## src/core/hlib_pkg.sv

```systemverilog
// Shared constants and types of the host-side interrupt receiver
package hlib_pkg;

  // ----------------------------------------------------------------
  // Register map of the controller's own register port
  // ----------------------------------------------------------------
  localparam int REG_AW = 8;
  localparam logic [7:0] REG_CTRL = 8'h00;
  localparam logic [7:0] REG_STATUS = 8'h04;
  localparam logic [7:0] REG_ADDR = 8'h08;
  localparam logic [7:0] REG_DATA = 8'h0c;

  // Control fields
  localparam int CTRL_IBI_EN = 0;
  localparam int CTRL_ACK_EN = 1;
  localparam int CTRL_PEC_EN = 2;
  localparam int CTRL_ABORT_LSB = 4;
  localparam logic [5:0] CTRL_RESET = 6'h02;

  // Status fields
  localparam int ST_BUSY = 0;
  localparam int ST_DONE = 1;
  localparam int ST_NACK = 2;
  localparam int ST_ABORT = 3;
  localparam int ST_BADRW = 4;
  localparam int ST_CNT_LSB = 8;

  // Address fields of the request
  localparam int ADR_HUB_FLAG = 15;
  localparam logic [3:0] HUB_DEVICE_CODE = 4'ha;

  // ----------------------------------------------------------------
  // Payload and timing
  // ----------------------------------------------------------------
  localparam int MAX_BYTES = 4;
  localparam logic [2:0] BYTES_NO_PEC = 3'h3;
  localparam logic [2:0] BYTES_PEC = 3'h4;
  localparam int CLK_PERIOD_NS = 10;
  localparam int SCL_PERIOD_NS = 160;
  localparam int SCL_HALF_CYC = SCL_PERIOD_NS / (2 * CLK_PERIOD_NS);

  typedef enum logic [2:0] {M_IDLE, M_ADDR, M_ACK, M_DATA, M_TBIT, M_STOP} hlib_state_t;

endpackage

```

## src/core/hlib_host.sv

```systemverilog
// Host controller receiving in-band interrupts through a bus hub
`timescale 1ns/1ns
`default_nettype none
module hlib_host import hlib_pkg::*; #(
  parameter int HALF = SCL_HALF_CYC
) (
  input wire logic clk,
  input wire logic nrst,
  input wire logic [REG_AW-1:0] reg_addr,
  input wire logic [31:0] reg_wdata,
  input wire logic reg_wr,
  input wire logic reg_rd,
  output logic [31:0] reg_rdata,
  input wire logic host_data_line_in,
  output logic host_data_line_out,
  output logic host_data_line_oe,
  output logic host_clock_line
);

  // ----------------------------------------------------------------
  // Decoding helpers
  // ----------------------------------------------------------------
  function automatic logic [2:0] exp_bytes(input logic pec);
    exp_bytes = pec ? BYTES_PEC : BYTES_NO_PEC;
  endfunction

  function automatic logic [15:0] addr_view(input logic [7:0] a);
    addr_view = {(a[7:4] == HUB_DEVICE_CODE), a[3:1], a[7:4], a};
  endfunction

  hlib_state_t st_reg, st_next;
  logic sda_s, eng_busy, eng_done, eng_rx;
  logic go_reg, go_next, pend_reg, pend_next, tx_reg, tx_next, stopm_reg, stopm_next;
  logic [2:0] bitc_reg, bitc_next, bytec_reg, bytec_next;
  logic [7:0] shift_reg, shift_next, addr_reg, addr_next;
  logic [7:0] mem_reg [MAX_BYTES];
  logic [7:0] mem_next [MAX_BYTES];
  logic ack_reg, ack_next, abort_pend_reg, abort_pend_next, full_pend_reg, full_pend_next;
  logic set_done, set_nack, set_abort, set_badrw;
  logic ibi_en_reg, ibi_en_next, ack_en_reg, ack_en_next, pec_reg, pec_next;
  logic [1:0] abort_after_reg, abort_after_next;
  logic done_reg, done_next, nack_reg, nack_next, abrt_reg, abrt_next;
  logic badrw_reg, badrw_next, busy_reg, busy_next;
  logic [31:0] rdata_next;
  logic [2:0] bytec_inc;
  logic [31:0] data_word;

  // ----------------------------------------------------------------
  // Pin synchronisation and bit engine
  // ----------------------------------------------------------------
  hlib_sync #(.W(1)) u_sync (
    .clk(clk),
    .nrst(nrst),
    .din(host_data_line_in),
    .dout(sda_s)
  );

  hlib_bit_engine #(.HALF(HALF)) u_eng (
    .clk(clk),
    .nrst(nrst),
    .go(go_reg),
    .tx_bit(tx_reg),
    .stop_mode(stopm_reg),
    .sda_s(sda_s),
    .busy(eng_busy),
    .done(eng_done),
    .rx_bit(eng_rx),
    .scl_out(host_clock_line),
    .sda_oe(host_data_line_oe)
  );

  assign bytec_inc = bytec_reg + 3'h1;

  // ----------------------------------------------------------------
  // Transfer sequencing
  // ----------------------------------------------------------------
  always_comb begin
    st_next = st_reg;
    go_next = 1'b0;
    pend_next = pend_reg;
    tx_next = tx_reg;
    stopm_next = stopm_reg;
    bitc_next = bitc_reg;
    bytec_next = bytec_reg;
    shift_next = shift_reg;
    addr_next = addr_reg;
    ack_next = ack_reg;
    abort_pend_next = abort_pend_reg;
    full_pend_next = full_pend_reg;
    set_done = 1'b0;
    set_nack = 1'b0;
    set_abort = 1'b0;
    set_badrw = 1'b0;
    for (int i = 0; i < MAX_BYTES; i++) begin
      mem_next[i] = mem_reg[i];
    end
    // Launch one bit whenever the engine is free and the state is not M_IDLE
    if (st_reg != M_IDLE && !pend_reg && !go_reg && !eng_busy) begin
      go_next = 1'b1;
      pend_next = 1'b1;
      stopm_next = (st_reg == M_STOP);
      tx_next = (st_reg == M_ACK) ? ~ack_reg : 1'b1;
    end
    if (eng_done) begin
      pend_next = 1'b0;
    end
    unique case (st_reg)
      M_IDLE: begin
        bitc_next = '0;
        // Byte count of the last payload stays readable while idle
        abort_pend_next = 1'b0;
        full_pend_next = 1'b0;
        // Requester holds data low with clock high
        if (ibi_en_reg && !sda_s && host_clock_line && !eng_busy) begin
          st_next = M_ADDR;
        end
      end
      M_ADDR: begin
        if (eng_done) begin
          shift_next = {shift_reg[6:0], eng_rx};
          bitc_next = bitc_reg + 3'h1;
          if (bitc_reg == 3'h7) begin
            addr_next = {shift_reg[6:0], eng_rx};
            ack_next = ack_en_reg & eng_rx;
            set_badrw = ~eng_rx;
            st_next = M_ACK;
          end
        end
      end
      M_ACK: begin
        if (eng_done) begin
          bitc_next = '0;
          bytec_next = '0;
          if (ack_reg) begin
            st_next = M_DATA;
          end else begin
            set_nack = 1'b1;
            st_next = M_STOP;
          end
        end
      end
      M_DATA: begin
        if (eng_done) begin
          shift_next = {shift_reg[6:0], eng_rx};
          bitc_next = bitc_reg + 3'h1;
          if (bitc_reg == 3'h7) begin
            mem_next[bytec_reg[1:0]] = {shift_reg[6:0], eng_rx};
            st_next = M_TBIT;
          end
        end
      end
      M_TBIT: begin
        if (eng_done) begin
          bytec_next = bytec_inc;
          bitc_next = '0;
          if (!eng_rx) begin
            full_pend_next = 1'b1;
            st_next = M_STOP;
          end else if (bytec_inc >= exp_bytes(pec_reg) ||
                       (abort_after_reg != 2'h0 && bytec_inc == {1'b0, abort_after_reg})) begin
            abort_pend_next = 1'b1;
            st_next = M_STOP;
          end else begin
            st_next = M_DATA;
          end
        end
      end
      M_STOP: begin
        if (eng_done) begin
          set_done = full_pend_reg;
          set_abort = abort_pend_reg;
          st_next = M_IDLE;
        end
      end
    endcase
  end

  // ----------------------------------------------------------------
  // Register port
  // ----------------------------------------------------------------
  always_comb begin
    data_word = '0;
    for (int i = 0; i < MAX_BYTES; i++) begin
      data_word[8*i +: 8] = mem_reg[i];
    end
  end

  // Control writes and sticky flags; a set beats a clear
  always_comb begin
    ibi_en_next = ibi_en_reg;
    ack_en_next = ack_en_reg;
    pec_next = pec_reg;
    abort_after_next = abort_after_reg;
    if (reg_wr && reg_addr == REG_CTRL) begin
      ibi_en_next = reg_wdata[CTRL_IBI_EN];
      ack_en_next = reg_wdata[CTRL_ACK_EN];
      pec_next = reg_wdata[CTRL_PEC_EN];
      abort_after_next = reg_wdata[CTRL_ABORT_LSB +: 2];
    end
    done_next = done_reg;
    nack_next = nack_reg;
    abrt_next = abrt_reg;
    badrw_next = badrw_reg;
    if (reg_wr && reg_addr == REG_STATUS) begin
      done_next = done_reg & ~reg_wdata[ST_DONE];
      nack_next = nack_reg & ~reg_wdata[ST_NACK];
      abrt_next = abrt_reg & ~reg_wdata[ST_ABORT];
      badrw_next = badrw_reg & ~reg_wdata[ST_BADRW];
    end
    done_next = done_next | set_done;
    nack_next = nack_next | set_nack;
    abrt_next = abrt_next | set_abort;
    badrw_next = badrw_next | set_badrw;
    busy_next = (st_next != M_IDLE);
    rdata_next = '0;
    if (reg_rd) begin
      unique case (reg_addr)
        REG_CTRL: begin
          rdata_next[CTRL_IBI_EN] = ibi_en_reg;
          rdata_next[CTRL_ACK_EN] = ack_en_reg;
          rdata_next[CTRL_PEC_EN] = pec_reg;
          rdata_next[CTRL_ABORT_LSB +: 2] = abort_after_reg;
        end
        REG_STATUS: begin
          rdata_next[ST_BUSY] = busy_reg;
          rdata_next[ST_DONE] = done_reg;
          rdata_next[ST_NACK] = nack_reg;
          rdata_next[ST_ABORT] = abrt_reg;
          rdata_next[ST_BADRW] = badrw_reg;
          rdata_next[ST_CNT_LSB +: 3] = bytec_reg;
        end
        REG_ADDR: rdata_next[15:0] = addr_view(addr_reg);
        REG_DATA: rdata_next = data_word;
        default: rdata_next = '0;
      endcase
    end
  end

  // All state registers
  always_ff @(posedge clk or negedge nrst) begin
    if (!nrst) begin
      st_reg <= M_IDLE;
      go_reg <= 1'b0;
      pend_reg <= 1'b0;
      tx_reg <= 1'b1;
      stopm_reg <= 1'b0;
      bitc_reg <= '0;
      bytec_reg <= '0;
      shift_reg <= '0;
      addr_reg <= '0;
      ack_reg <= 1'b0;
      abort_pend_reg <= 1'b0;
      full_pend_reg <= 1'b0;
      for (int i = 0; i < MAX_BYTES; i++) begin
        mem_reg[i] <= '0;
      end
      ibi_en_reg <= CTRL_RESET[CTRL_IBI_EN];
      ack_en_reg <= CTRL_RESET[CTRL_ACK_EN];
      pec_reg <= CTRL_RESET[CTRL_PEC_EN];
      abort_after_reg <= CTRL_RESET[CTRL_ABORT_LSB +: 2];
      done_reg <= 1'b0;
      nack_reg <= 1'b0;
      abrt_reg <= 1'b0;
      badrw_reg <= 1'b0;
      busy_reg <= 1'b0;
      reg_rdata <= '0;
      host_data_line_out <= 1'b0;
    end else begin
      st_reg <= st_next;
      go_reg <= go_next;
      pend_reg <= pend_next;
      tx_reg <= tx_next;
      stopm_reg <= stopm_next;
      bitc_reg <= bitc_next;
      bytec_reg <= bytec_next;
      shift_reg <= shift_next;
      addr_reg <= addr_next;
      ack_reg <= ack_next;
      abort_pend_reg <= abort_pend_next;
      full_pend_reg <= full_pend_next;
      for (int i = 0; i < MAX_BYTES; i++) begin
        mem_reg[i] <= mem_next[i];
      end
      ibi_en_reg <= ibi_en_next;
      ack_en_reg <= ack_en_next;
      pec_reg <= pec_next;
      abort_after_reg <= abort_after_next;
      done_reg <= done_next;
      nack_reg <= nack_next;
      abrt_reg <= abrt_next;
      badrw_reg <= badrw_next;
      busy_reg <= busy_next;
      reg_rdata <= rdata_next;
      host_data_line_out <= 1'b0; // Open drain: only the enable moves
    end
  end
endmodule
`default_nettype wire

```

## src/core/hlib_sync.sv

```systemverilog
// Two-flop synchroniser for pin inputs
`timescale 1ns/1ns
`default_nettype none
module hlib_sync #(
  parameter int W = 1
) (
  input wire logic clk,
  input wire logic nrst,
  input wire logic [W-1:0] din,
  output logic [W-1:0] dout
);

  logic [W-1:0] meta_reg;

  // ----------------------------------------------------------------
  // Synchroniser chain
  // ----------------------------------------------------------------
  // First stage feeds only the second
  always_ff @(posedge clk or negedge nrst) begin
    if (!nrst) begin
      meta_reg <= '1;
      dout <= '1;
    end else begin
      meta_reg <= din;
      dout <= meta_reg;
    end
  end

endmodule
`default_nettype wire

```

## src/core/hlib_bit_engine.sv

```systemverilog
// One clock pulse on the host clock line with one data bit, or a stop
`timescale 1ns/1ns
`default_nettype none
module hlib_bit_engine import hlib_pkg::*; #(
  parameter int HALF = SCL_HALF_CYC
) (
  input wire logic clk,
  input wire logic nrst,
  input wire logic go,
  input wire logic tx_bit,
  input wire logic stop_mode,
  input wire logic sda_s,
  output logic busy,
  output logic done,
  output logic rx_bit,
  output logic scl_out,
  output logic sda_oe
);

  typedef enum logic [1:0] {E_IDLE, E_LOW, E_HIGH, E_HOLD} hlib_eng_t;
  localparam int CW = $clog2(HALF) + 1;
  localparam logic [CW-1:0] LAST = CW'(HALF - 1);
  localparam logic [CW-1:0] MID = CW'(HALF / 2);

  hlib_eng_t st_reg, st_next;
  logic [CW-1:0] cnt_reg, cnt_next;
  logic tx_reg, tx_next, stop_reg, stop_next;
  logic done_next, rx_next, scl_next, oe_next;

  assign busy = (st_reg != E_IDLE);

  // ----------------------------------------------------------------
  // Phase sequencing
  // ----------------------------------------------------------------
  // Data changes mid low phase, sampled at end of high phase
  always_comb begin
    st_next = st_reg;
    cnt_next = cnt_reg + CW'(1);
    tx_next = tx_reg;
    stop_next = stop_reg;
    done_next = 1'b0;
    rx_next = rx_bit;
    scl_next = scl_out;
    oe_next = sda_oe;
    unique case (st_reg)
      E_IDLE: begin
        cnt_next = '0;
        if (go) begin
          st_next = E_LOW;
          scl_next = 1'b0;
          tx_next = tx_bit;
          stop_next = stop_mode;
        end
      end
      E_LOW: begin
        if (cnt_reg == MID) begin
          oe_next = stop_reg | ~tx_reg;
        end
        if (cnt_reg == LAST) begin
          st_next = E_HIGH;
          scl_next = 1'b1;
          cnt_next = '0;
        end
      end
      E_HIGH: begin
        if (cnt_reg == LAST) begin
          cnt_next = '0;
          rx_next = sda_s;
          if (stop_reg) begin
            oe_next = 1'b0; // Data rises while clock high
            st_next = E_HOLD;
          end else begin
            st_next = E_IDLE;
            done_next = 1'b1;
          end
        end
      end
      E_HOLD: begin
        if (cnt_reg == LAST) begin
          st_next = E_IDLE;
          done_next = 1'b1;
        end
      end
    endcase
  end

  // State registers
  always_ff @(posedge clk or negedge nrst) begin
    if (!nrst) begin
      st_reg <= E_IDLE;
      cnt_reg <= '0;
      tx_reg <= 1'b1;
      stop_reg <= 1'b0;
      done <= 1'b0;
      rx_bit <= 1'b1;
      scl_out <= 1'b1;
      sda_oe <= 1'b0;
    end else begin
      st_reg <= st_next;
      cnt_reg <= cnt_next;
      tx_reg <= tx_next;
      stop_reg <= stop_next;
      done <= done_next;
      rx_bit <= rx_next;
      scl_out <= scl_next;
      sda_oe <= oe_next;
    end
  end

endmodule
`default_nettype wire

```

## config.mk

```make
export PLATFORM = sky130hd
export DESIGN_NAME = hlib_host
export DESIGN_NICKNAME = d
export VERILOG_FILES = /design/src/core/hlib_pkg.sv /design/src/core/hlib_host.sv /design/src/core/hlib_sync.sv /design/src/core/hlib_bit_engine.sv
export SDC_FILE = /design/constraint.sdc
export NUM_CORES = 1
export LEC_CHECK = 0
export BUFFER_PORTS_ARGS = -buffer_cell sky130_fd_sc_hd__buf_4
export CORE_MARGIN = 2
export CORE_UTILIZATION = 51
export DETAILED_ROUTE_END_ITERATION = 8
export HOLD_SLACK_MARGIN = 0.15
export PLACE_DENSITY = 0.8
export RECOVER_POWER = 100
export SLEW_MARGIN = 25
export SYNTH_ARGS = -nofsm -noshare
export SYNTH_HDL_FRONTEND = slang
export SYNTH_HIERARCHICAL = 1
export SYNTH_SLANG_ARGS = --single-unit
```

## constraint.sdc

```tcl
create_clock -name clk -period 2.1 [get_ports clk]
set_input_delay 0.105 -clock clk [delete_from_list [all_inputs] [get_ports clk]]
set_output_delay 0.105 -clock clk [all_outputs]
set_load 0.1 [all_outputs]
```

======== Word level (Yosys, flattened, before mapping) ========
Cells that the tools add are included.
storage, ports and cells
  bits in registers ....................... 119
  output and inout port bits .............. 35
  logic and storage cells ................. 206
cells by class
  reduce and logical (&&, ||, !) cells .... 43
  add/sub/neg operators ................... 3
  multiplexer cells ....................... 74
  eq/ne operators ......................... 29
  order comparisons ....................... 3
  bitwise gates (word level) .............. 18
operator list
  operator                                                                 count
  3-bit two-way mux                                                        15
  32-bit bitwise mux                                                       1
  32-bit two-way mux                                                       1
  1-bit two-way mux                                                        31
  2-bit by 1-bit inequality test with 1-bit output, second input constant  10
  3-bit case mux with 3 select lines                                       2
  3-bit case mux with 6 select lines                                       1
  3-bit AND reduction                                                      6
  8-bit demux with 2-bit select                                            1
  8-bit by 4-bit equality test with 1-bit output, second input constant    2
  16-bit two-way mux                                                       1
  2-bit nonzero test                                                       7
  3-bit case mux with 4 select lines                                       1
  4-bit AND reduction                                                      3
  1-bit logical AND                                                        10
  2-bit two-way mux                                                        5
  1-bit case mux with 2 select lines                                       5
  5-bit case mux with 2 select lines                                       1
  3-bit equality test, second input constant                               3
  3-bit nonzero test                                                       3
  4-bit by 3-bit equality test with 1-bit output, second input constant    2
  8-bit by 3-bit equality test with 1-bit output, second input constant    1
  8-bit logical NOT                                                        1
  8-bit two-way mux                                                        1
  other kinds (29)                                                         56

======== Depth between registers and ports, before layout ========
Gate-level depths: netlist (run 1).
  word-level depth ........................ 9
  depth in mapped cells ................... 8

======== Hierarchy ========
Netlist (run 1), hierarchy kept.
by module, submodules not included
  module           cells each  seq. area each (um^2)  instances  area each (um^2)
  hlib_host        366         2630.0                 1          4718.3
  hlib_bit_engine  59          304.0                  1          651.9
  hlib_sync        2           52.6                   1          52.6

======== Worst setup path after synthesis (run 1) ========
Ideal clock, no wire load.
  path type ............................... reg2reg
  start ................................... reg bytec_reg[0]
  end ..................................... reg st_reg[2] (netlist name)
  buffers on the path ..................... 0
  clock period less this slack ............ 2008 ps
  arrival time ............................ 1872 ps
  cell stages (with the launch flop) ...... 9
  setup slack ............................. 92 ps
  cells stage by stage .................... dfrtp_1 -> ha_1 -> xnor2_1 -> inv_1 -> ha_1 -> a21oi_1 -> o21ai_0 -> a211oi_1 -> o21ai_0
RTL lines
  what                    RTL line          text
  start, declared         hlib_host.sv:34   logic [2:0] bitc_reg, bitc_next, bytec_reg, bytec_next;
  start signal, assigned  hlib_host.sv:275  bytec_reg <= bytec_next;

======== Worst setup path after layout (run 1) ========
  start ................................... reg bitc_reg[0]
  end ..................................... reg mem_reg, in the netlist data_word[28]
on the way
  longest elaborated chain between the ends .. 2
ends and longest elaborated chain
  what                                  RTL line          text
  start, declared                       hlib_host.sv:34
  start signal, assigned                hlib_host.sv:274  bitc_reg <= bitc_next;
  3-bit equality test                   hlib_host.sv:146  if (bitc_reg == 3'h7) begin
  3-bit AND reduction (no source line)  --
  end signal, assigned by index         hlib_host.sv:282  mem_reg[i] <= mem_next[i];
  end, declared                         hlib_host.sv:36   logic [7:0] mem_reg [MAX_BYTES];
Every way passes these cells.
A chain may end at the register's enable or synchronous reset.

==> out/metrics.csv, run 1 <==
stage,metric,value,unit
run,drv_cap,0,
sta,tns,0,ns
clock_network,path_clk_slew,0.06,ns
place,gp_congestion,0.879,
floorplanning,chipHeight,107,um
clock_network,numClockSinks,119,
sta,grt_setup_unrepaired,no,
grt,grt_pass1_wl,18900,um
synth,synth_top_cell_area_share,51.7,%
pwr,cellPowerDensity,830,mW/mm^2
synth,synth_edf_count,0,
cells_and_area,instances_no_fill,669,
floorplanning,die_area,0.0115,mm^2
floorplanning,core,0.0103,mm^2
critical_path,critPathLaunch,bitc_reg[0],
sta,finalClockSkew,0.0124,ns
sta,slew_headroom,22.8,%
critical_path,path_class,flip-flop to flip-flop,
critical_path,start_kind,flip-flop,
synth,ys_seq_elements,119,
place,dpl.hpwl,7210,um
sta,final-hold-violation-count,0,
synth,synth_cells,427,
drt,routedWlPerCell,17.0,um
grt,antenna_found_initial,0,
critical_path,reg2reg_from,bitc_reg[0],
cells_and_area,final_util,64.1,%
sta,fin_crit_sh,94.2,%
pwr,peakVddDrop,0.00101,V
pwr,leakage,3.25,nW
cells_and_area,layout_commonest_cell,dfrtp_1,
min_path,hold_path_class,input pin to flip-flop,
synth,synth_area_per_cell,12.7,um^2
drt,ant_nets,0,
cells_and_area,area_delta_synth_final,22.0,%
synth,synth.area.top_cells,"dfrtp_1 52%, mux2_4 9.1%, mux2_2 4.2%",
sta,worst_slack,0.122,ns
drt,post-route-drc-count,0,
sta,whs,0.271,ns
synth,seq_area_frac_synth,55.1,%
floorplanning,fp-row-count,37,
drt,drtPass1Iterations,4,
cells_and_area,multi_input_comb_area,0.00214,mm^2
synth,yosys_warnings,6,
cells_and_area,nFillCells,769,
clock_network,numCtsBuffers,17,
sta,worst_pin_slew,1.16,ns
drt,drt_wl_total,11400,um
sta,setup-violations-final,0,
synth,synth-async-reset-ratio,100,%
grt,grt_use_total,21.7,%
clock_network,cts_buffer_depth,2,
place,place_ws,0.136,ns
cells_and_area,drive_gt1_share,25.7,%
cells_and_area,mostFrequentLayoutCells,"112 x dfrtp_1, 33 x clkbuf_2, 32 x nor2_1",
outcome,outcome,finished clean,
floorplanning,start_util,52.5,%
synth,yosysUniqueCellTypes,53,
sta,slew_violations,0,
floorplanning,die_w,107,um
critical_path,crit_fanout,8,
drt,detail_route.iter0.violations,209,
synth,synth-main-ff-cell,dfrtp_1,
drt,vias,3625,
cells_and_area,seqCellArea,0.00299,mm^2
grt,grt_max_degree,47,
place,dp_cells,613,
min_path,hp-start,host_data_line_in,
grt,grt_pass1_vias,3807,
critical_path,end_kind,flip-flop,
cells_and_area,antenna_cells,0,
sta,clock.fmax,506,MHz
drt,viasPerCell,5.42,
critical_path,cp.arrival,2.38,ns
synth,synth_fp_nets,488,
clock_network,cts-root-buf,clkbuf_8,
cells_and_area,layout.nets,582,
clock_network,postCtsSetupRepairBufs,0,
grt,grt.overflow.total,0,
floorplanning,io_pins,80,
sta,period_minus_slack,1.98,ns
place,portBuffers,52,
critical_path,worst_ep_required_time,2.50,ns
clock_network,clk_latency,0.52,ns
synth,synth_top_area_cell,dfrtp_1,
clock_network,htree_levels,4,
synth,synth_area,0.00542,mm^2
clock_network,tritoncts,done,
==> per-layer routing <==
metal | part of all wire (%) | GRT usage (%) | routed length, um | vias up
li1 | - | - | - | 1665
met5 | 0 | 0 | 0 | -
met3 | 5.2 | 4.68 | 595 | 25
met1 | 41 | 26.6 | 4640 | 1836
met4 | 2.0 | 10.2 | 232 | 0
met2 | 52 | 36.5 | 5910 | 99
==> report_power, final <==
part	total [mW]	leakage, nW	internal, mW	switching (mW)
Clock	3.01	0.298	1.99	1.02
Combinational	0.164	1.33	0.0683	0.0956
Sequential	2.32	1.62	2.31	0.0102
Total	5.49	3.25	4.36	1.13
==> path summary, 6_finish.rpt <==
kind | endpoint | slack [ns] | depth (start not counted)
max in group asynchronous | tx_reg | 0.45 | 4
max | data_word[28] | 0.12 | 6
max reg2reg | data_word[28] | 0.12 | 6
min reg2reg | u_sync/dout | 0.36 | 0
min in group asynchronous | reg_rdata[28] | 0.65 | 3
min | u_sync/meta_reg | 0.27 | 2
==> kinds of logic after synthesis <==
group / after synthesis / synth area share (%)
muxes: 70 / 17.4
DFF: 119 / 55.1
xor gates and xnor gates: 5 / 0.808
and+or+nand+nor: 127 / 14.0
other: 1 / 0.0692
AOI/OAI and AO/OA: 55 / 6.02
buffers and inverters: 34 / 2.95
adders and majority gates: 16 / 3.69
==> repair_timing <==
item	4_1_cts	5_1_grt
gates resized for setup	0	2
endpoints found under the hold margin	154	0
setup endpoints to repair	0	2
hold buffers	25	0
==> worst max-delay path: stages, from the launching register on <==
cell and delay [ns]:
dfrtp_1 0.39, ha_1 0.20, ha_1 0.19, and2_0 0.18, and3_2 0.34, nand2_4 0.19, mux2_1 0.35
==> cell usage after synthesis (2+ instances only) <==
master and instances:
nand3_1 9, and2_1 18, nor3_1 5, buf_2 6
nand2b_1 5, a21oi_1 22, dfrtp_1 112, buf_4 2
nor2_1 32, nor4bb_1 2, mux2_2 20, mux2_4 33
nor2b_1 11, dfstp_2 7, inv_1 20, nand3b_1 2
clkbuf_1 4, mux4_2 4, a31oi_1 6, xnor2_1 3
nand4_1 2, o21ai_0 16, nand2_8 4, ha_1 16
xor2_1 2, o22ai_1 2, nand2_1 24, mux2i_1 13
==> per-stage QoR <==
stage | total power [mW] | area (um^2)
finish | 5.49 | 6610
global route | 5.65 | 6610
CTS | 5.54 | 6880
detailed placement | 2.50 | 6010
global placement | 2.50 | 6010
floorplan | 2.41 | 5420
==> layout make-up <==
type	instances	share of cell area (%)
clock buffers	20	6.73
clock inverters	11	2.59
well taps	136	2.57
repair buffers	89	9.46
multi-input cells	274	32.3
flip-flops and latches	119	45.2
inverters	20	1.14
No activity file was read; power rests on OpenSTA's default activity.
==> run 2, diff against run 1 <==
CORE_UTILIZATION = 57   (was 51)
PLACE_DENSITY = 0.85   (was 0.8)
clock period = 2 ns   (was 2.1 ns; I/O delays follow)
==> run 2 against run 1 <==
Die area decreased by 10%. Count of clock-buffer cells in the layout shrank 2. First-iteration DRC count rose by 28%. Wire length increased by 11%. Clock power decreased by 2%. Global-route usage is 4.6 points higher. Clock skew down 0.0035 ns. Setup slack got worse by 0.016 ns. Largest power group unchanged.
==> out/metrics.csv, run 2 (synthesized netlist as in run 1, its figures left out) <==
stage,metric,value,unit,change
outcome,outcome,finished clean,,unchanged
clock_network,tritoncts,done,,unchanged
sta,setup-violations-final,0,,unchanged
cells_and_area,mostFrequentLayoutCells,"112 x dfrtp_1, 35 x clkbuf_2, 32 x nor2_1, 32 x mux2_4, 30 x buf_4",,"was 112 x dfrtp_1, 33 x clkbuf_2, 32 x nor2_1"
grt,grt_pass1_wl,20400,um,was 18900 um
floorplanning,io_pins,80,,unchanged
drt,viasPerCell,5.63,,was 5.42
sta,finalClockSkew,0.00889,ns,was 0.0124 ns
floorplanning,die_w,102,um,was 107 um
grt,grt_pass1_vias,4076,,was 3807
cells_and_area,area_delta_synth_final,24.7,%,was 22.0%
floorplanning,chipHeight,102,um,was 107 um
grt,antenna_found_initial,0,,unchanged
clock_network,clk_latency,0.51,ns,was 0.52 ns
grt,grt_use_total,26.3,%,was 21.7%
clock_network,path_clk_slew,0.06,ns,about the same
sta,clock.fmax,528,MHz,
critical_path,end_kind,flip-flop,,unchanged
place,gp_congestion,0.883,,was 0.879
cells_and_area,layout.nets,591,,was 582
clock_network,cts-root-buf,clkbuf_8,,unchanged
drt,drtPass1Iterations,4,,unchanged
grt,grt.overflow.total,0,,unchanged
cells_and_area,layout_commonest_cell,dfrtp_1,,unchanged
critical_path,path_class,input pin to flip-flop,,was flip-flop to flip-flop
sta,slew_headroom,7.61,%,was 22.8%
drt,drt_wl_total,12600,um,was 11400 um
clock_network,numCtsBuffers,17,,unchanged
drt,vias,3778,,was 3625
clock_network,htree_levels,4,,unchanged
place,dpl.hpwl,7330,um,was 7210 um
cells_and_area,nFillCells,571,,was 769
place,dp_cells,611,,was 613
critical_path,worst_ep_required_time,2.39,ns,was 2.50 ns
drt,ant_nets,0,,unchanged
min_path,hold_path_class,input pin to flip-flop,,unchanged
drt,post-route-drc-count,0,,unchanged
floorplanning,start_util,58.7,%,was 52.5%
critical_path,start_kind,input pin,,was flip-flop
drt,routedWlPerCell,18.8,um,was 17.0 um
grt,grt_max_degree,50,,was 47
critical_path,cp.arrival,2.28,ns,was 2.38 ns
floorplanning,die_area,0.0103,mm^2,was 0.0115 mm^2
place,portBuffers,52,,unchanged
sta,slew_violations,0,,unchanged
pwr,finalPower,5.56,mW,was 5.49 mW
sta,fin_crit_sh,94.7,%,
run,drv_cap,0,,unchanged
critical_path,crit_fanout,13,,was 8
floorplanning,fp-row-count,35,,was 37
cells_and_area,drive_gt1_share,32.5,%,was 25.7%
cells_and_area,instances_no_fill,671,,was 669
clock_network,numClockSinks,119,,unchanged
sta,worst_pin_slew,1.39,ns,was 1.16 ns
pwr,cellPowerDensity,822,mW/mm^2,was 830 mW/mm^2
drt,detail_route.iter0.violations,267,,was 209
pwr,leakage,3.32,nW,was 3.25 nW
sta,final-hold-violation-count,0,,unchanged
sta,period_minus_slack,1.89,ns,
pwr,peakVddDrop,0.000537,V,was 0.00101 V
clock_network,cts_buffer_depth,2,,unchanged
cells_and_area,antenna_cells,0,,unchanged
floorplanning,core,0.00924,mm^2,was 0.0103 mm^2
## run 2: changes by cell type in the layout (fill, tap and decap cells not counted), moves of 8 or more
| cell | change |
|---|---|
| and2_0 | -13 |
| and2_1 | +13 |
| buf_4 | +8 |
| mux2_1 | -26 |
| mux2_4 | +26 |
## run 2: timing repair
| action | CTS | global route |
|---|---|---|
| buffers inserted | 3 | 0 |
| hold buffers | 26 | 1 |
| setup endpoints to repair | 1 | 7 |
| resized for setup | 0 | 5 |
| hold endpoints to repair | 155 | 6 |
| pin swaps | 1 | 1 |
| cloned | 0 | 0 |
## run 2: area by class of cell
type	instances	area (um^2)	share of cell area, %
Sequential cell	119	2990	44.2
Multi-Input combinational cell	274	2280	33.7
Timing Repair Buffer	98	688	10.2
Clock buffer	18	428	6.33
Tap cell	129	161	2.39
Clock inverter	13	148	2.18
Inverter	20	75.1	1.11
## run 2: path summary, 6_finish.rpt
| kind | depth (start not counted) | slack [ns] | endpoint | from |
|---|---|---|---|---|
| min in group asynchronous | 3 | 0.63 | reg_rdata[28] | nrst |
| worst min-delay path | 4 | 0.18 | reg_rdata[1] | reg_addr[1] |
| worst max register to register | 8 | 0.11 | st_reg[2] | bytec_reg[1] |
| worst min register to register | 0 | 0.36 | u_sync/dout | u_sync/meta_reg |
| worst max-delay path | 7 | 0.11 | abort_after_reg[0] | reg_addr[3] |
| max in group asynchronous | 3 | 0.47 | u_eng/st_reg[1] | nrst |
## run 2: power breakdown
part           internal [mW]  switching [mW]  leakage [nW]
Sequential              2.42         0.00992          1.62
Combinational         0.0716           0.105          1.43
Clock                   1.81            1.14         0.270
Total                   4.30            1.25          3.32
## run 2: metrics by stage
stage | worst slack (ns) | utilization [%] | cell area, um^2 | hold WS [ns] | TNS, ns
floorplan | 0.0535 | - | 5430 | -0.196 | 0
global placement | 0.115 | 65.3 | 6040 | 0.0235 | 0
detailed placement | -0.00169 | 65.3 | 6040 | 0.0267 | -0.00169
CTS | 0.00118 | 74.6 | 6900 | 0.173 | 0
global route | -0.0111 | 73.2 | 6760 | 0.227 | -0.0200
finish | 0.106 | 73.2 | 6760 | 0.181 | 0
## run 2: per-layer routing
metal / share of wire (%) / vias up / global-route usage [%]
met2: 53 / 140 / 46.0
met3: 4.7 / 36 / 6.00
met5: 0 / - / 0
li1: - / 1683 / -
met4: 3.1 / 0 / 11.3
met1: 39 / 1919 / 31.1
## run 2: critical path, cell delays in order
cell and delay (ns):
dlygate4sd3_1 0.54, buf_4 0.21, nor2b_1 0.19, nand3_1 0.14
nor2_4 0.19, mux2_2 0.35, dlygate4sd3_1 0.56
==> run 3, diff against run 2 <==
--- a/config.mk
+++ b/config.mk
@@ -7,4 +7,6 @@
 export LEC_CHECK = 0
 export BUFFER_PORTS_ARGS = -buffer_cell sky130_fd_sc_hd__buf_4
+export CAP_MARGIN = 20
+export CORE_ASPECT_RATIO = 0.6
 export CORE_MARGIN = 2
 export CORE_UTILIZATION = 57
==> constraint.sdc (replaced) <==
create_clock -name clk -period 2 [get_ports clk]
set_input_delay 0.5 -clock clk [delete_from_list [all_inputs] [get_ports clk]]
set_output_delay 0.5 -clock clk [all_outputs]
set_load 0.1 [all_outputs]
==> run 3 against run 2 <==
Sequential share of layout area is 2.2 points higher. Clock power is 10% higher. Highest routed layer is now met5. Via count down 1.7%. Core utilization is 3.2 points lower. Hold slack gained 0.021 ns. Wire length is 2.1% lower. Setup slack got worse by 0.020 ns.
==> out/metrics.csv, run 3 (synthesized netlist as in run 1, its figures left out) <==
stage,metric,value,unit,change
place,place_ws,-0.0235,ns,was -0.00169 ns
cells_and_area,finalInstanceArea,0.00645,mm^2,was 0.00676 mm^2
critical_path,crit_top_cell,ha_1,,was dlygate4sd3_1
pwr,peakVddDrop,0.000642,V,was 0.000537 V
cells_and_area,layout_commonest_cell,dfrtp_1,,unchanged
cells_and_area,nFillCells,634,,was 571
floorplanning,core,0.00922,mm^2,was 0.00924 mm^2
critical_path,crit_fanout,12,,was 13
critical_path,end_kind,flip-flop,,unchanged
sta,setup-violations-final,0,,unchanged
drt,drt-met1-wl,5470,um,was 4960 um
run,drv_cap,0,,unchanged
drt,vias,3712,,was 3778
critical_path,start_kind,flip-flop,,was input pin
grt,grt_pass1_vias,3778,,was 4076
grt,antenna_found_initial,1,,was 0
floorplanning,io_pins,80,,unchanged
grt,grt_use_total,26.5,%,was 26.3%
clock_network,postCtsSetupRepairBufs,0,,was 3
clock_network,path_clk_slew,0.06,ns,about the same
place,placed_cell_area,0.00605,mm^2,was 0.00604 mm^2
sta,slew_violations,0,,unchanged
clock_network,htree_levels,4,,unchanged
critical_path,reg2reg_from,bitc_reg[0],,was bytec_reg[1]
drt,ant_nets,0,,unchanged
grt,grt.overflow.total,0,,unchanged
drt,wl_met2,5620,um,was 6670 um
critical_path,cpPeakStageDelay,0.39,ns,was 0.56 ns
critical_path,cp.arrival,2.17,ns,was 2.28 ns
cells_and_area,mostFrequentLayoutCells,"111 x dfrtp_1, 33 x nor2_1, 33 x clkbuf_2",,"was 112 x dfrtp_1, 35 x clkbuf_2, 32 x nor2_1, 32 x mux2_4, 30 x buf_4"
sta,slew_headroom,39.9,%,was 7.61%
drt,routedWlPerCell,19.1,um,was 18.8 um
critical_path,path_class,flip-flop to flip-flop,,was input pin to flip-flop
clock_network,cts_buffer_depth,2,,unchanged
sta,period_minus_slack,1.91,ns,was 1.89 ns
drt,dr_wl_met3,1080,um,was 590 um
floorplanning,chipHeight,79.6,um,was 102 um
cells_and_area,drive_gt1_share,29.7,%,was 32.5%
sta,finalClockSkew,0.00821,ns,was 0.00889 ns
clock_network,clk_latency,0.42,ns,was 0.51 ns
critical_path,worst_ep_required_time,2.26,ns,was 2.39 ns
place,portBuffers,52,,unchanged
critical_path,critPathLaunch,bitc_reg[0],,was reg_addr[3]
grt,grt_pass1_wl,20200,um,was 20400 um
grt,grt_max_degree,54,,was 50
sta,fin_crit_sh,95.7,%,was 94.7%
drt,post-route-drc-count,0,,unchanged
sta,worst_slack,0.0863,ns,was 0.106 ns
sta,whs,0.202,ns,was 0.181 ns
clock_network,tritoncts,done,,unchanged
clock_network,numClockSinks,119,,unchanged
drt,drtPass1Iterations,6,,was 4
min_path,hp-start,host_data_line_in,,was reg_addr[1]
floorplanning,die_area,0.0103,mm^2,about the same
cells_and_area,layout.nets,563,,was 591
cells_and_area,final_util,70.0,%,was 73.2%
sta,final-hold-violation-count,0,,unchanged
outcome,outcome,finished clean,,unchanged
min_path,hold_path_class,input pin to flip-flop,,unchanged
sta,grt_setup_unrepaired,no,,
sta,clock.fmax,523,MHz,was 528 MHz
pwr,leakage,3.19,nW,was 3.32 nW
place,dp_cells,612,,was 611
floorplanning,die_w,130,um,was 102 um
drt,detail_route.iter0.violations,331,,was 267
drt,drt_wl_total,12300,um,was 12600 um
cells_and_area,antenna_cells,0,,unchanged
drt,viasPerCell,5.76,,was 5.63
critical_path,slowest_stage,dfrtp_1,,was dlygate4sd3_1
place,gp_congestion,0.888,,was 0.883
clock_network,numCtsBuffers,17,,unchanged
sta,tns,0,ns,unchanged
clock_network,cts-root-buf,clkbuf_16,,was clkbuf_8
critical_path,cp_cell_sequence,ha_1 > ha_1 > and2_1 > nor3b_1 > buf_4 > a311oi_2 > nand4b_1,,was dlygate4sd3_1 > buf_4 > nor2b_1 > nand3_1 > nor2_4 > mux2_2 > dlygate4sd3_1
cells_and_area,instances_no_fill,645,,was 671
cells_and_area,area_delta_synth_final,19.0,%,was 24.7%
place,dpl.hpwl,7890,um,was 7330 um
sta,worst_pin_slew,0.902,ns,was 1.39 ns
floorplanning,start_util,58.8,%,was 58.7%
critical_path,ff2ff_setup_slack,0.09,ns,was 0.11 ns
drt,highest_layer,met5,,was met4
floorplanning,fp-row-count,27,,was 35
pwr,cellPowerDensity,904,mW/mm^2,was 822 mW/mm^2
pwr,finalPower,5.83,mW,was 5.56 mW
[run 3: changes by cell type in the layout (fill, tap and decap cells not counted), moves of 7 or more]
cell	previous run	this run
and2_0	0	13
and2_1	18	5
buf_4	30	23
dlygate4sd3_1	25	1
mux2_1	1	24
mux2_4	32	9
[run 3: power breakdown]
| group | internal [mW] | total, mW | switching [mW] |
|---|---|---|---|
| registers | 2.42 | 2.43 | 0.00952 |
| logic | 0.0522 | 0.148 | 0.0961 |
| clock network | 2.13 | 3.25 | 1.13 |
| total | 4.60 | 5.83 | 1.23 |
[run 3: layer usage]
| layer | vias up | track usage, % |
|---|---|---|
| met4 | 2 | 9.57 |
| li1 | 1629 | - |
| met5 | - | 0 |
| met2 | 199 | 39.4 |
| met3 | 22 | 8.24 |
| met1 | 1860 | 37.0 |
[run 3: timing repair]
action | CTS | global route
hold endpoints to repair | 13 | 0
resized for setup | 5 | 8
endpoints found under the setup margin | 4 | 4
pin swaps | 1 | 4
hold buffers | 1 | 0
[run 3: critical path, delay by kind of cell (launching register included)]
family	cells	cell delay, ns
AOI/OAI and AO/OA	1	0.24
adders and majority gates	2	0.40
buffers and inverters	1	0.22
DFF	1	0.39
and+or+nand+nor	3	0.51
[run 3: final timing paths]
path | endpoint | cells after the start
min in group asynchronous | reg_rdata[0] | 2
worst max register to register | busy_reg | 7
max in group asynchronous | bytec_reg[0] | 3
worst max-delay path | busy_reg | 7
worst min-delay path | u_sync/meta_reg | 1
worst min register to register | u_sync/dout | 0
[run 3: final cells by class]
cell class              instances  area, um^2  share of cell area (%)
flip-flops and latches        119        2990                    46.3
clock inverters                14         198                    3.06
repair buffers                 70         423                    6.55
multi-input cells             274        2170                    33.6
well taps                     130         163                    2.52
inverters                      20        75.1                    1.16
clock buffers                  18         439                    6.81
